`config.mk`:
```
export PLATFORM = sky130hd
export DESIGN_NAME = mrls_top
export DESIGN_NICKNAME = d
export VERILOG_FILES = /design/src/mrls_pkg.sv /design/src/mrls_top.sv
export SDC_FILE = /design/constraint.sdc
export NUM_CORES = 1
export LEC_CHECK = 0
export BUFFER_PORTS_ARGS = -buffer_cell sky130_fd_sc_hd__clkbuf_2
export CORE_MARGIN = 3
export CORE_UTILIZATION = 40
export CTS_BUF_LIST = sky130_fd_sc_hd__clkbuf_4 sky130_fd_sc_hd__clkbuf_8 sky130_fd_sc_hd__clkbuf_16
export DETAILED_ROUTE_END_ITERATION = 12
export GPL_ROUTABILITY_DRIVEN = 0
export GPL_TIMING_DRIVEN = 0
export PLACE_DENSITY_LB_ADDON = 0.08
export SYNTH_ARGS = -nofsm -noshare
export SYNTH_HDL_FRONTEND = slang
export SYNTH_SLANG_ARGS = --single-unit
```
`constraint.sdc`:
```
create_clock -name ref_clk_in -period 4.5 [get_ports ref_clk_in]
set_input_delay 0.9 -clock ref_clk_in [delete_from_list [all_inputs] [get_ports ref_clk_in]]
set_output_delay 0.9 -clock ref_clk_in [all_outputs]
set_load 0.05 [all_outputs]
```
`src/mrls_pkg.sv`:
```
// Purpose: shared constants and types of the motor run and link setup block
// Assumes: 250 MHz reference clock
// Notes:   all numbers of the block live here except the sync width NSYNC in mrls_top
`default_nettype none
package mrls_pkg;
    // ------------------------------------------------------------
    // clock and timing
    // ------------------------------------------------------------
    localparam int CLK_PERIOD_NS = 4;                 // 250 MHz
    localparam int RAMP_TICK_NS  = 1000000;           // one ramp step per 1 ms
    localparam int RAMP_TICK_CYC = RAMP_TICK_NS / CLK_PERIOD_NS;
    localparam logic [1:0] CAPT_WAIT = 2'h3;          // sync fill before sampling

    // ------------------------------------------------------------
    // speed figures in r/min
    // ------------------------------------------------------------
    localparam logic [11:0] TEST_SPEED   = 12'h064;   // 100
    localparam logic [11:0] SPEED_MIN    = 12'h064;   // 100
    localparam logic [11:0] SPEED_MAX    = 12'hFA0;   // 4000
    localparam logic [11:0] SPEED_INIT   = 12'h000;   // 0
    localparam logic [9:0]  ADC_HALF_MAX = 10'h1FF;   // code of 5 V on a 10 V adc
    localparam int          SHIFT_5V     = 9;
    localparam int          SHIFT_10V    = 10;

    // ------------------------------------------------------------
    // switch defaults and codes
    // ------------------------------------------------------------
    localparam logic [3:0] RATE_9600    = 4'h0;
    localparam logic [3:0] RATE_115200  = 4'h4;
    localparam logic [3:0] RATE_NETCONV = 4'h7;
    localparam logic [4:0] ADDR_DEFAULT = 5'h00;
    localparam logic [4:0] ADDR_HIGH    = 5'h10;      // plus 16

    // ------------------------------------------------------------
    // register map (word index on the plain port)
    // ------------------------------------------------------------
    localparam logic [3:0]  REG_CTRL   = 4'h0;
    localparam logic [3:0]  REG_DECEL  = 4'h1;
    localparam logic [3:0]  REG_STATUS = 4'h2;
    localparam logic [3:0]  REG_CONFIG = 4'h3;
    localparam logic [3:0]  REG_SPEED  = 4'h4;
    localparam int          CTRL_REV   = 0;           // direction reversal
    localparam int          CTRL_SPAN  = 1;           // 1 = 0..10 V span
    localparam logic [1:0]  CTRL_RST   = 2'h0;
    localparam logic [11:0] DECEL_RST  = 12'h00A;     // r/min per ramp tick

    // ------------------------------------------------------------
    // types
    // ------------------------------------------------------------
    typedef enum logic [2:0] {
        ST_IDLE, ST_RUN, ST_DECEL, ST_TEST, ST_LOCK
    } mrls_state_e;

    typedef struct packed {
        logic       modbus;      // 1 = modbus rtu, 0 = network converter
        logic [4:0] addr;        // node address 0..31
        logic [3:0] rate;        // bit rate code
        logic       term;        // 120 ohm terminator on
        logic       regen;       // regeneration unit present
    } mrls_cfg_s;

    localparam mrls_cfg_s CFG_RST = '{1'b0, ADDR_DEFAULT, RATE_NETCONV, 1'b0, 1'b0};
endpackage
`default_nettype wire

```
`src/mrls_top.sv`:
```
// Purpose: run control, test run and power-up switch capture of a motor driver
// Assumes: all switch and terminal inputs are asynchronous pins
// Notes:   adc code spans 0..10 V over 10 bits; speed outputs are in r/min
//
// The address map and the address-and-strobe port were chosen for this implementation.
`timescale 1ns/1ps
`default_nettype none
// How it works
// - test switch runs forward at 100 r/min
// - test switch off stops the motor
// - stored reversal flips test run direction
// - run input during test stops, no alarm
// - locked until test and run inputs off
// - switches sampled once after each reset release only
// - protocol switch selects modbus or converter
// - address is rotary plus 16 when high
// - rate switch codes 0..4 and 7
// - rate defaults to converter code 7
// - termination switch enables 120 ohm terminator
// - speed limited 100..4000 except while ramping down, starts at 0
// - analog span 0..5 V, optional 0..10 V
// - cw input runs cw (ccw when reversal stored), release stops
// - ccw input runs ccw (cw when reversal stored), release stops
// - both run inputs give instant stop while running or ramping down
// - terminals 0,1,2 are cw, ccw, stop style
// - thermostat trip raises regen overheat alarm
// - regen unit handled only if present early
// - stop style on decelerates, off instant
module mrls_top #(
    parameter int RAMP_TICKS = mrls_pkg::RAMP_TICK_CYC   // cycles per ramp step
) (
    input  wire logic        ref_clk_in,
    input  wire logic        rst_n_in,
    input  wire logic        test_run_switch_in,
    input  wire logic        input_terminal_zero_in,
    input  wire logic        input_terminal_one_in,
    input  wire logic        input_terminal_two_in,
    input  wire logic        protocol_select_switch_in,
    input  wire logic        address_high_switch_in,
    input  wire logic [3:0]  address_rotary_switch_in,
    input  wire logic [3:0]  bit_rate_switch_in,
    input  wire logic        termination_switch_in,
    input  wire logic        regen_present_in,
    input  wire logic        regen_thermostat_in,
    input  wire logic [9:0]  analog_speed_in,
    input  wire logic [3:0]  reg_addr_in,
    input  wire logic [15:0] reg_wdata_in,
    input  wire logic        reg_wr_in,
    input  wire logic        reg_rd_in,
    output logic [15:0]      reg_rdata_out,
    output logic [11:0]      speed_cmd_out,
    output logic             motor_run_out,
    output logic             motor_ccw_out,
    output logic             instant_stop_out,
    output logic             protocol_modbus_out,
    output logic [4:0]       node_address_out,
    output logic [3:0]       bit_rate_code_out,
    output logic             bit_rate_valid_out,
    output logic             termination_en_out,
    output logic             regen_alarm_out
);
    // ------------------------------------------------------------
    // reset release
    // ------------------------------------------------------------
    logic       rst_meta_r;     // first reset stage
    logic       rst_n;          // released reset used everywhere

    // two flops release the reset on the clock
    always_ff @(posedge ref_clk_in or negedge rst_n_in) begin
        if (!rst_n_in) begin
            rst_meta_r <= 1'b0;
            rst_n      <= 1'b0;
        end else begin
            rst_meta_r <= 1'b1;
            rst_n      <= rst_meta_r;
        end
    end

    // ------------------------------------------------------------
    // pin synchronisers
    // ------------------------------------------------------------
    localparam int NSYNC = 27;
    logic [NSYNC-1:0] pin_raw;      // all asynchronous pins together
    logic [NSYNC-1:0] pin_meta_r;   // first stage, read only by second
    logic [NSYNC-1:0] pin_r;        // safe copies

    assign pin_raw = {analog_speed_in, regen_thermostat_in, regen_present_in,
                      termination_switch_in, bit_rate_switch_in,
                      address_rotary_switch_in, address_high_switch_in,
                      protocol_select_switch_in, input_terminal_two_in,
                      input_terminal_one_in, input_terminal_zero_in,
                      test_run_switch_in};

    // two flop chain per pin
    always_ff @(posedge ref_clk_in or negedge rst_n) begin
        if (!rst_n) begin
            pin_meta_r <= '0;
            pin_r      <= '0;
        end else begin
            pin_meta_r <= pin_raw;
            pin_r      <= pin_meta_r;
        end
    end

    wire logic       test_sw     = pin_r[0];       // test run switch
    wire logic       cw_in       = pin_r[1];       // terminal zero
    wire logic       ccw_in      = pin_r[2];       // terminal one
    wire logic       decel_style = pin_r[3];       // terminal two
    wire logic       thermo      = pin_r[16];      // thermostat tripped
    wire logic [9:0] adc_code    = pin_r[26:17];   // analog speed code

    // ------------------------------------------------------------
    // power-up capture of switches
    // ------------------------------------------------------------
    mrls_pkg::mrls_cfg_s cfg_r, cfg_nxt;       // latched settings
    logic [1:0]          capt_cnt_r, capt_cnt_nxt;
    logic                capt_done_r, capt_done_nxt;

    // sample once, after the sync chain is full, never again
    always_comb begin
        cfg_nxt       = cfg_r;
        capt_cnt_nxt  = capt_cnt_r;
        capt_done_nxt = capt_done_r;
        if (!capt_done_r) begin
            if (capt_cnt_r == mrls_pkg::CAPT_WAIT) begin
                capt_done_nxt = 1'b1;
                cfg_nxt.modbus = pin_r[4];
                cfg_nxt.addr   = {1'b0, pin_r[9:6]}
                               | (pin_r[5] ? mrls_pkg::ADDR_HIGH
                                           : mrls_pkg::ADDR_DEFAULT);
                cfg_nxt.rate   = pin_r[13:10];
                cfg_nxt.term   = pin_r[14];
                cfg_nxt.regen  = pin_r[15];
            end else begin
                capt_cnt_nxt = capt_cnt_r + 2'h1;
            end
        end
    end

    // settings hold factory defaults until captured
    always_ff @(posedge ref_clk_in or negedge rst_n) begin
        if (!rst_n) begin
            cfg_r       <= mrls_pkg::CFG_RST;
            capt_cnt_r  <= 2'h0;
            capt_done_r <= 1'b0;
        end else begin
            cfg_r       <= cfg_nxt;
            capt_cnt_r  <= capt_cnt_nxt;
            capt_done_r <= capt_done_nxt;
        end
    end

    // ------------------------------------------------------------
    // register port
    // ------------------------------------------------------------
    logic [1:0]  ctrl_r, ctrl_nxt;      // reversal and span
    logic [11:0] decel_r, decel_nxt;    // ramp step
    logic [15:0] rdata_r, rdata_nxt;    // read answer
    mrls_pkg::mrls_state_e st_r, st_nxt;
    logic [11:0] speed_r, speed_nxt;
    logic        alarm_r, alarm_nxt;

    // decode writes and build the read answer
    always_comb begin
        ctrl_nxt  = ctrl_r;
        decel_nxt = decel_r;
        rdata_nxt = 16'h0000;
        if (reg_wr_in) begin
            case (reg_addr_in)
                mrls_pkg::REG_CTRL:  ctrl_nxt  = reg_wdata_in[1:0];
                mrls_pkg::REG_DECEL: decel_nxt = reg_wdata_in[11:0];
                default: ;                         // read-only or unmapped
            endcase
        end
        if (reg_rd_in) begin
            case (reg_addr_in)
                mrls_pkg::REG_CTRL:   rdata_nxt = {14'h0000, ctrl_r};
                mrls_pkg::REG_DECEL:  rdata_nxt = {4'h0, decel_r};
                mrls_pkg::REG_STATUS: rdata_nxt = {11'h000, capt_done_r, alarm_r,
                                                   st_r};
                mrls_pkg::REG_CONFIG: rdata_nxt = {4'h0, cfg_r};
                mrls_pkg::REG_SPEED:  rdata_nxt = {4'h0, speed_r};
                default:              rdata_nxt = 16'h0000;
            endcase
        end
    end

    // register file state
    always_ff @(posedge ref_clk_in or negedge rst_n) begin
        if (!rst_n) begin
            ctrl_r  <= mrls_pkg::CTRL_RST;
            decel_r <= mrls_pkg::DECEL_RST;
            rdata_r <= 16'h0000;
        end else begin
            ctrl_r  <= ctrl_nxt;
            decel_r <= decel_nxt;
            rdata_r <= rdata_nxt;
        end
    end

    // ------------------------------------------------------------
    // analog speed setpoint
    // ------------------------------------------------------------
    logic [21:0] prod5, prod10;    // code times full scale
    logic [21:0] scaled;           // r/min before clamping
    logic [11:0] setpoint;         // clamped setpoint
    logic [9:0]  code5;            // code limited to 5 V

    // scale and clamp the analog command
    always_comb begin
        code5  = (adc_code > mrls_pkg::ADC_HALF_MAX) ? mrls_pkg::ADC_HALF_MAX
                                                      : adc_code;
        prod5  = 22'({12'h000, code5} * {10'h000, mrls_pkg::SPEED_MAX});
        prod10 = 22'({12'h000, adc_code} * {10'h000, mrls_pkg::SPEED_MAX});
        scaled = ctrl_r[mrls_pkg::CTRL_SPAN] ? (prod10 >> mrls_pkg::SHIFT_10V)
                                             : (prod5 >> mrls_pkg::SHIFT_5V);
        if (scaled[11:0] < mrls_pkg::SPEED_MIN) begin
            setpoint = mrls_pkg::SPEED_MIN;
        end else begin
            setpoint = scaled[11:0];
        end
    end

    // ------------------------------------------------------------
    // ramp tick
    // ------------------------------------------------------------
    logic [31:0] tick_cnt_r, tick_cnt_nxt;
    logic        tick;

    // free running divider for the deceleration ramp
    always_comb begin
        tick         = (tick_cnt_r == 32'(RAMP_TICKS - 1));
        tick_cnt_nxt = tick ? 32'h0 : tick_cnt_r + 32'h1;
    end

    always_ff @(posedge ref_clk_in or negedge rst_n) begin
        if (!rst_n) begin
            tick_cnt_r <= 32'h0;
        end else begin
            tick_cnt_r <= tick_cnt_nxt;
        end
    end

    // ------------------------------------------------------------
    // run control
    // ------------------------------------------------------------
    logic run_r, run_nxt;          // motor energised
    logic ccw_r, ccw_nxt;          // rotation is counterclockwise
    logic istop_r, istop_nxt;      // one-cycle instant stop pulse
    wire logic both     = cw_in & ccw_in;                       // both run inputs on
    wire logic ccw_run_input      = ctrl_r[mrls_pkg::CTRL_REV];           // stored reversal
    wire logic released = (ccw_r ^ ccw_run_input) ? !ccw_in : !cw_in;     // starting input let go

    // run, stop and test sequencing
    always_comb begin
        st_nxt    = st_r;
        speed_nxt = speed_r;
        ccw_nxt   = ccw_r;
        istop_nxt = 1'b0;
        alarm_nxt = alarm_r | (cfg_r.regen & thermo);
        case (st_r)
            mrls_pkg::ST_IDLE: begin
                if (alarm_r || !capt_done_r) begin
                    st_nxt = mrls_pkg::ST_IDLE;                     // hold stopped
                end else if (test_sw && !cw_in && !ccw_in) begin
                    st_nxt    = mrls_pkg::ST_TEST;
                    ccw_nxt   = ccw_run_input;
                    speed_nxt = mrls_pkg::TEST_SPEED;
                end else if (test_sw) begin
                    st_nxt = mrls_pkg::ST_LOCK;                     // wait all off
                end else if (cw_in ^ ccw_in) begin                  // both stay idle
                    st_nxt    = mrls_pkg::ST_RUN;
                    ccw_nxt   = ccw_in ^ ccw_run_input;
                    speed_nxt = setpoint;
                end
            end
            mrls_pkg::ST_RUN: begin
                speed_nxt = setpoint;
                if (alarm_r || both || (released && !decel_style)) begin
                    st_nxt    = mrls_pkg::ST_IDLE;
                    istop_nxt = 1'b1;
                end else if (released) begin
                    st_nxt    = mrls_pkg::ST_DECEL;
                    speed_nxt = speed_r;
                end
            end
            mrls_pkg::ST_DECEL: begin
                if (alarm_r || both) begin
                    st_nxt    = mrls_pkg::ST_IDLE;
                    istop_nxt = 1'b1;
                end else if (tick && (speed_r <= decel_r)) begin
                    st_nxt = mrls_pkg::ST_IDLE;
                end else if (tick) begin
                    speed_nxt = speed_r - decel_r;
                end
            end
            mrls_pkg::ST_TEST: begin
                speed_nxt = mrls_pkg::TEST_SPEED;
                ccw_nxt   = ccw_run_input;
                if (alarm_r || !test_sw) begin
                    st_nxt = mrls_pkg::ST_IDLE;
                end else if (cw_in || ccw_in) begin
                    st_nxt = mrls_pkg::ST_LOCK;
                end
            end
            mrls_pkg::ST_LOCK: begin
                if (!test_sw && !cw_in && !ccw_in) begin
                    st_nxt = mrls_pkg::ST_IDLE;
                end
            end
            default: st_nxt = mrls_pkg::ST_IDLE;
        endcase
        // idle and lock never drive the motor and always show zero speed
        run_nxt = (st_nxt == mrls_pkg::ST_RUN) || (st_nxt == mrls_pkg::ST_DECEL)
                  || (st_nxt == mrls_pkg::ST_TEST);
        if (!run_nxt) begin
            speed_nxt = mrls_pkg::SPEED_INIT;
        end
    end

    // run control state
    always_ff @(posedge ref_clk_in or negedge rst_n) begin
        if (!rst_n) begin
            st_r    <= mrls_pkg::ST_IDLE;
            speed_r <= mrls_pkg::SPEED_INIT;
            run_r   <= 1'b0;
            ccw_r   <= 1'b0;
            istop_r <= 1'b0;
            alarm_r <= 1'b0;
        end else begin
            st_r    <= st_nxt;
            speed_r <= speed_nxt;
            run_r   <= run_nxt;
            ccw_r   <= ccw_nxt;
            istop_r <= istop_nxt;
            alarm_r <= alarm_nxt;
        end
    end

    // ------------------------------------------------------------
    // outputs, all straight from flops
    // ------------------------------------------------------------
    assign reg_rdata_out       = rdata_r;
    assign speed_cmd_out       = speed_r;
    assign motor_run_out       = run_r;
    assign motor_ccw_out       = ccw_r;
    assign instant_stop_out    = istop_r;
    assign regen_alarm_out     = alarm_r;
    assign protocol_modbus_out = cfg_r.modbus;
    assign node_address_out    = cfg_r.addr;
    assign bit_rate_code_out   = cfg_r.rate;
    assign termination_en_out  = cfg_r.term;

    // valid rate flag registers from the captured code, one cycle behind it
    logic rate_ok_r;
    always_ff @(posedge ref_clk_in or negedge rst_n) begin
        if (!rst_n) begin
            rate_ok_r <= 1'b1;
        end else begin
            rate_ok_r <= (cfg_r.rate <= mrls_pkg::RATE_115200)
                       || (cfg_r.rate == mrls_pkg::RATE_NETCONV);
        end
    end
    assign bit_rate_valid_out = rate_ok_r;
endmodule
`default_nettype wire

```
* Word-level counts from Yosys, hierarchy flattened
Cells that the tools add are included.
** Word-level totals
- Register bits after elaboration :: 153
- Input bits :: 51
- Output and inout bits :: 44
- Word-level logic and storage cells :: 134
** Operators by class
- Add/subtract/negate cells :: 3
- $mul :: 2
- Order comparisons :: 4
- Equal/unequal tests :: 25
- Multiplexer cells :: 41
- Bitwise gates (word level) :: 9
- Reduce and logical (&&, ||, !) cells :: 28
** Operators by type and width (number)
- 2-to-1 mux 12 bit :: 12
- one-hot mux 12 bit (5 select lines) :: 1
- one-hot mux 12 bit (4 select lines) :: 1
- 2-to-1 mux 3 bit :: 11
- adder 32 x 1 -> 32 bit (second input constant) :: 1
- == test 32 x 18 -> 1 bit (second input constant) :: 1
- 2-to-1 mux 32 bit :: 1
- inequality test 3 bit (second input constant) :: 6
- multiplier 10 x 7 -> 17 bit (second input constant) :: 1
- multiplier 10 x 7 -> 16 bit (second input constant) :: 1
- 2-to-1 mux 16 bit :: 1
- one-hot mux 3 bit (5 select lines) :: 1
- == test 3 x 2 -> 1 bit (second input constant) :: 4
- less-or-equal comparator 12 bit :: 1
- < comparator 12 x 7 -> 1 bit (second input constant) :: 1
- inequality test 4 bit (second input constant) :: 3
- subtractor 12 bit :: 1
- greater-than comparator 10 x 9 -> 1 bit (second input constant) :: 1
- 2-to-1 mux 10 bit :: 1
- 2-to-1 mux 1 bit :: 9
- == test 4 x 2 -> 1 bit (second input constant) :: 2
- == test 4 x 3 -> 1 bit (second input constant) :: 2
- logical OR 1 bit :: 8
- AND reduction 2 bit :: 4
- 22 further kinds :: 37

* Longest topological paths before layout
- Depth after elaboration :: 12
- Depth in mapped cells :: 26
- Depth with buffers taken out :: 24

* Worst setup path after synthesis
Ideal clock, no wire load.
- Path kind :: register to register
- Start :: reg pin_r[26]
- End :: reg speed_r[2] (netlist: speed_cmd_out[2])
- Arrival :: 5.711 ns
- Required time :: 4.378 ns
- Setup slack :: -1.333 ns
- Cell stages (with the launch flop) :: 23
- Path through :: dfrtp_1 inv_1 ha_1 nand3_1 nor2_1 nor2_1 or2_2 fa_1 inv_1 fa_1 inv_1 fa_1 inv_1 fa_1 inv_1 ha_1 or4_1 o22ai_2 mux2i_1 o32a_1 o211ai_4 o2111ai_1 a32o_1
** On the way
- Cells in the longest elaborated chain, start to end :: 12
- Elaborated cells between the ends (all ways) :: 15
** RTL lines
- from (decl) :: RTL line mrls_top.sv:85 : logic [NSYNC-1:0] pin_r;
- from (signal assigned) :: RTL line mrls_top.sv:101 : pin_r <= pin_meta_r;
- greater-than comparator 10 x 9 -> 1 bit :: RTL line mrls_top.sv:211 : code5 = (adc_code > mrls_pkg::ADC_HALF_MAX) ? mrls_pkg::ADC_HALF_MAX
- 2-to-1 mux 10 bit :: RTL line mrls_top.sv:211
- multiplier 10 x 7 -> 16 bit :: RTL line mrls_top.sv:213 : prod5 = 22'({12'h000, code5} * {10'h000, mrls_pkg::SPEED_MAX});
- 2-to-1 mux 12 bit * :: RTL line mrls_top.sv:215 : scaled = ctrl_r[mrls_pkg::CTRL_SPAN] ? (prod10 >> mrls_pkg::SHIFT_10V)
- < comparator 12 x 7 -> 1 bit :: RTL line mrls_top.sv:217 : if (scaled[11:0] < mrls_pkg::SPEED_MIN) begin
- 2-to-1 mux 12 bit * :: RTL line mrls_top.sv:217
- 2-to-1 mux 12 bit :: RTL line mrls_top.sv:271 : end else if (cw_in ^ ccw_in) begin
- 2-to-1 mux 12 bit :: RTL line mrls_top.sv:269 : end else if (test_sw) begin
- 2-to-1 mux 12 bit :: RTL line mrls_top.sv:265 : end else if (test_sw && !cw_in && !ccw_in) begin
- 2-to-1 mux 12 bit :: RTL line mrls_top.sv:263 : if (alarm_r || !capt_done_r) begin
- one-hot mux 12 bit (4 select lines) * :: RTL line mrls_top.sv:261 : case (st_r)
- 2-to-1 mux 12 bit * :: RTL line mrls_top.sv:316 : if (!run_nxt) begin
- to (signal assigned) :: RTL line mrls_top.sv:325 : speed_r <= mrls_pkg::SPEED_INIT;
- to (signal assigned) :: RTL line mrls_top.sv:332 : speed_r <= speed_nxt;
- to (decl) :: RTL line mrls_top.sv:160 : logic [11:0] speed_r, speed_nxt;
Mark *: on every way between the ends. The rest lies on a longest branch, timed or not. The select of a mux whose other input is x is not followed.
A chain may end at the register's enable or synchronous reset.

* Final worst setup path
Ends and elaborated chain as after synthesis.

==> metrics.txt <==
Routed Antenna Nets 0; largest family of logic cells by synthesized area adder cells; post-synthesis sequential area ratio 0.368; maximum fanout along the worst path 8; WP data required 4.82 ns; reg-to-reg critical path startpoint pin_r[26]; post-DR vias/cell 5.25; largest net degree at the start of global routing 69; final WL 24400 um; worst reg-to-reg path cell count 23; Lkg Pwr 5.77 nW; YS warnings 0; Synth Area in XOR/XNOR 0.0517; number of global-route vias before repair 7794; CTS sink count 149; htree depth 4; clock transition at the registers of the reported paths 0.07 ns; Final Skew 0.0187 ns; IO buf count 86; # DRC 0; Die ar. 0.0274 mm^2; non-filler cells, final 1463; post-DP HPWL 18500 um; CP max stage delay 0.53 ns; kind of critical path reg -> reg; fin nets 1326; worst slew pin tran 0.945 ns; Post-Synthesis Cells 975; total gr overflow 0; Routed wire per std cell 16.7 um; post-synth top area share 0.352; Worst Hold Class in -> async; CTS root buf clkbuf_16; failing checks negative setup slack; Top Ports 95; reg-to-reg endpoint speed_cmd_out[2]; Startpoint Class flip-flop; CP Data Arrival Time 5.89 ns; DRT Pass-1 Iters 5; Worst Path Buf+Inv 5; share of post-route cells with drive strength above 1 0.292; Synth Flop Type dfrtp_1; adder-cell share of the synthesized area 0.226; compound-cell area share of the yosys netlist 0.136; core area 0.0247 mm^2; relative slew slack 0.361; synth-to-layout area growth 23.6%; Yosys top cell by area dfrtp_1; CTS tree yes; routed via count 7683; GRT Util Overall 0.188; Chip Height 165 um; r2r setup slk -1.07 ns; outcome finished, violations left; Filler cells 2362; design area 0.0126 mm^2; Worst path top cell family by delay adder cells; total CTS buffers 17; Avg Inst Size Synth 10.4 um^2; Site Rows 57; CP max-delay cell fa_2; flops & latches, synth 149; fin crit share 1.24; top cells by area, synth dfrtp_1 35%, ha_1 11%, fa_1 11%; ys async rst share 1.00; initial antenna violation count 0; Simple-Gate Fraction of Synth Area 0.128; Pwr Density 587 mW/mm^2; minimum clock period 5.57 ns; Final Util 0.509; count of final hold-check violations 0; Mapped Area 0.0102 mm^2; CTS Hold Bufs 0; DP Area 0.0113 mm^2; crit path capture type flip-flop; ANT cells 0; setup ws final -1.07 ns; multiplexer share of the synthesized area 0.0361; Setup-failing EPs final 12; first-pass GRT wire length 40200 um; CTS Buffer Depth 2; initial DRC count 472; worst skew pair latency 0.44 ns; pre-CTS WS -1.60 ns; Peak VDD IR 0.396 mV; Initial Util 0.412; fmax 179 MHz; Cell variety after synth 74; max cap viols 0; Die X 165 um; EDFF count, synth 0; placed insts 1390; Final Max Slew Viols 0; RSZ-0062 raised after global routing yes; crit path cell chain inv_4 -> ha_4 -> nand3_4 -> nor2_4 -> nor2_4 -> or2_4 -> fa_1 -> inv_1 -> fa_1 -> inv_2 -> fa_1 -> inv_2 -> fa_2 -> inv_2 -> ha_4 -> o21ai_4 -> a21boi_2 -> o22ai_4 -> mux2i_4 -> o32a_1 -> o211ai_4 -> o2111ai_2 -> a32o_1
==> worst max-delay path by stage <==
stage | from | end | slack [ns] | cells past startpoint
global route | pin_r[26] | speed_cmd_out[2] | -1.34 | 23
floorplan | pin_r[26] | speed_cmd_out[2] | -0.85 | 20
global placement | rst_n | pin_r[18] | -2.30 | 0
finish | pin_r[26] | speed_cmd_out[2] | -1.07 | 23
CTS | pin_r[26] | speed_cmd_out[2] | -1.04 | 20
detailed placement | pin_r[23] | speed_cmd_out[1] | -1.60 | 20
==> synth_stat cells, types with 10 or more instances <==
library cell	instances
xor2_1	29
mux2_2	29
ha_1	92
xnor2_1	31
a211oi_1	15
a21oi_1	42
a222oi_1	12
nor3_1	11
nand4_1	13
nor2_1	75
nand2b_1	17
nand3_1	19
o21ai_0	34
fa_1	57
dfrtp_1	143
o21ai_1	10
nor4_1	10
clkbuf_1	14
inv_1	100
a21o_1	12
buf_4	13
nand2_1	59
==> per-stage QoR <==
| step | power, mW | hold WS (ns) | setup TNS, ns |
|---|---|---|---|
| 3_5_place_dp | 5.01 | 0.335 | -16.42 |
| 5_1_grt | 7.94 | 0.216 | -13.89 |
| 3_3_place_gp | 5.00 | 0.332 | -272.90 |
| 4_1_cts | 7.15 | 0.218 | -10.30 |
| 2_1_floorplan | 4.21 | 0.331 | -9.99 |
| 6_report | 7.38 | 0.231 | -10.95 |
==> cells in the final DEF, fill, tap and decap left out, drive strengths merged, types with 31 or more instances in the layout <==
cell and count:
xnor2 31, inv 107, nor2 77, a21oi 44
dfrtp 143, o21ai 44, fa 57, nand2 59
clkbuf 116, ha 92, buf 61
==> registers in the layout, indices dropped and copies added (netlist names), 2 cells and up <==
name               flops
reg_rdata_out         12
decel_r               12
st_r                   3
capt_cnt_r             2
speed_cmd_out         12
pin_meta_r            27
pin_r                 27
ctrl_r                 2
tick_cnt_r            32
bit_rate_code_out      4
node_address_out       5
==> metal layers <==
metal	vias to the layer above	routed length, um	GRT usage
li1	3693	-	-
met1	3845	11600	0.270
met2	127	11700	0.302
met3	18	833	0.0272
met4	0	214	0.0408
met5	-	0	0
==> kinds of logic after synthesis <==
kind of cell             count (synthesis)
adder cells (fa/ha/maj)                149
AO/OA/AOI/OAI                          189
buffers and inverters                  132
other                                    2
flip-flops                             149
multiplexers                            33
AND/OR/NAND/NOR                        261
XOR/XNOR                                60
==> repair_timing <==
action	4_1_cts	5_1_grt
buffers inserted	35	8
pin swaps	47	40
setup endpoints to repair	12	12
gates resized for setup	60	29
==> where the power goes <==
part	total [mW]	internal (mW)	switching (mW)	leakage [nW]
Combinational	4.40	2.03	2.37	3.63
Clock	1.50	0.809	0.695	0.302
Sequential	1.47	1.41	0.0610	1.84
==> layout make-up <==
type,instances,area (um^2),share of cell area
repair buffers,131,827,0.0658
flip-flops and latches,149,3750,0.299
multi-input cells,697,6410,0.510
plain buffers,29,161,0.0128
clock inverters,15,201,0.0160
clock buffers,17,425,0.0339
well taps,324,405,0.0323
inverters,101,382,0.0304
(Power assumes the default switching activity.)
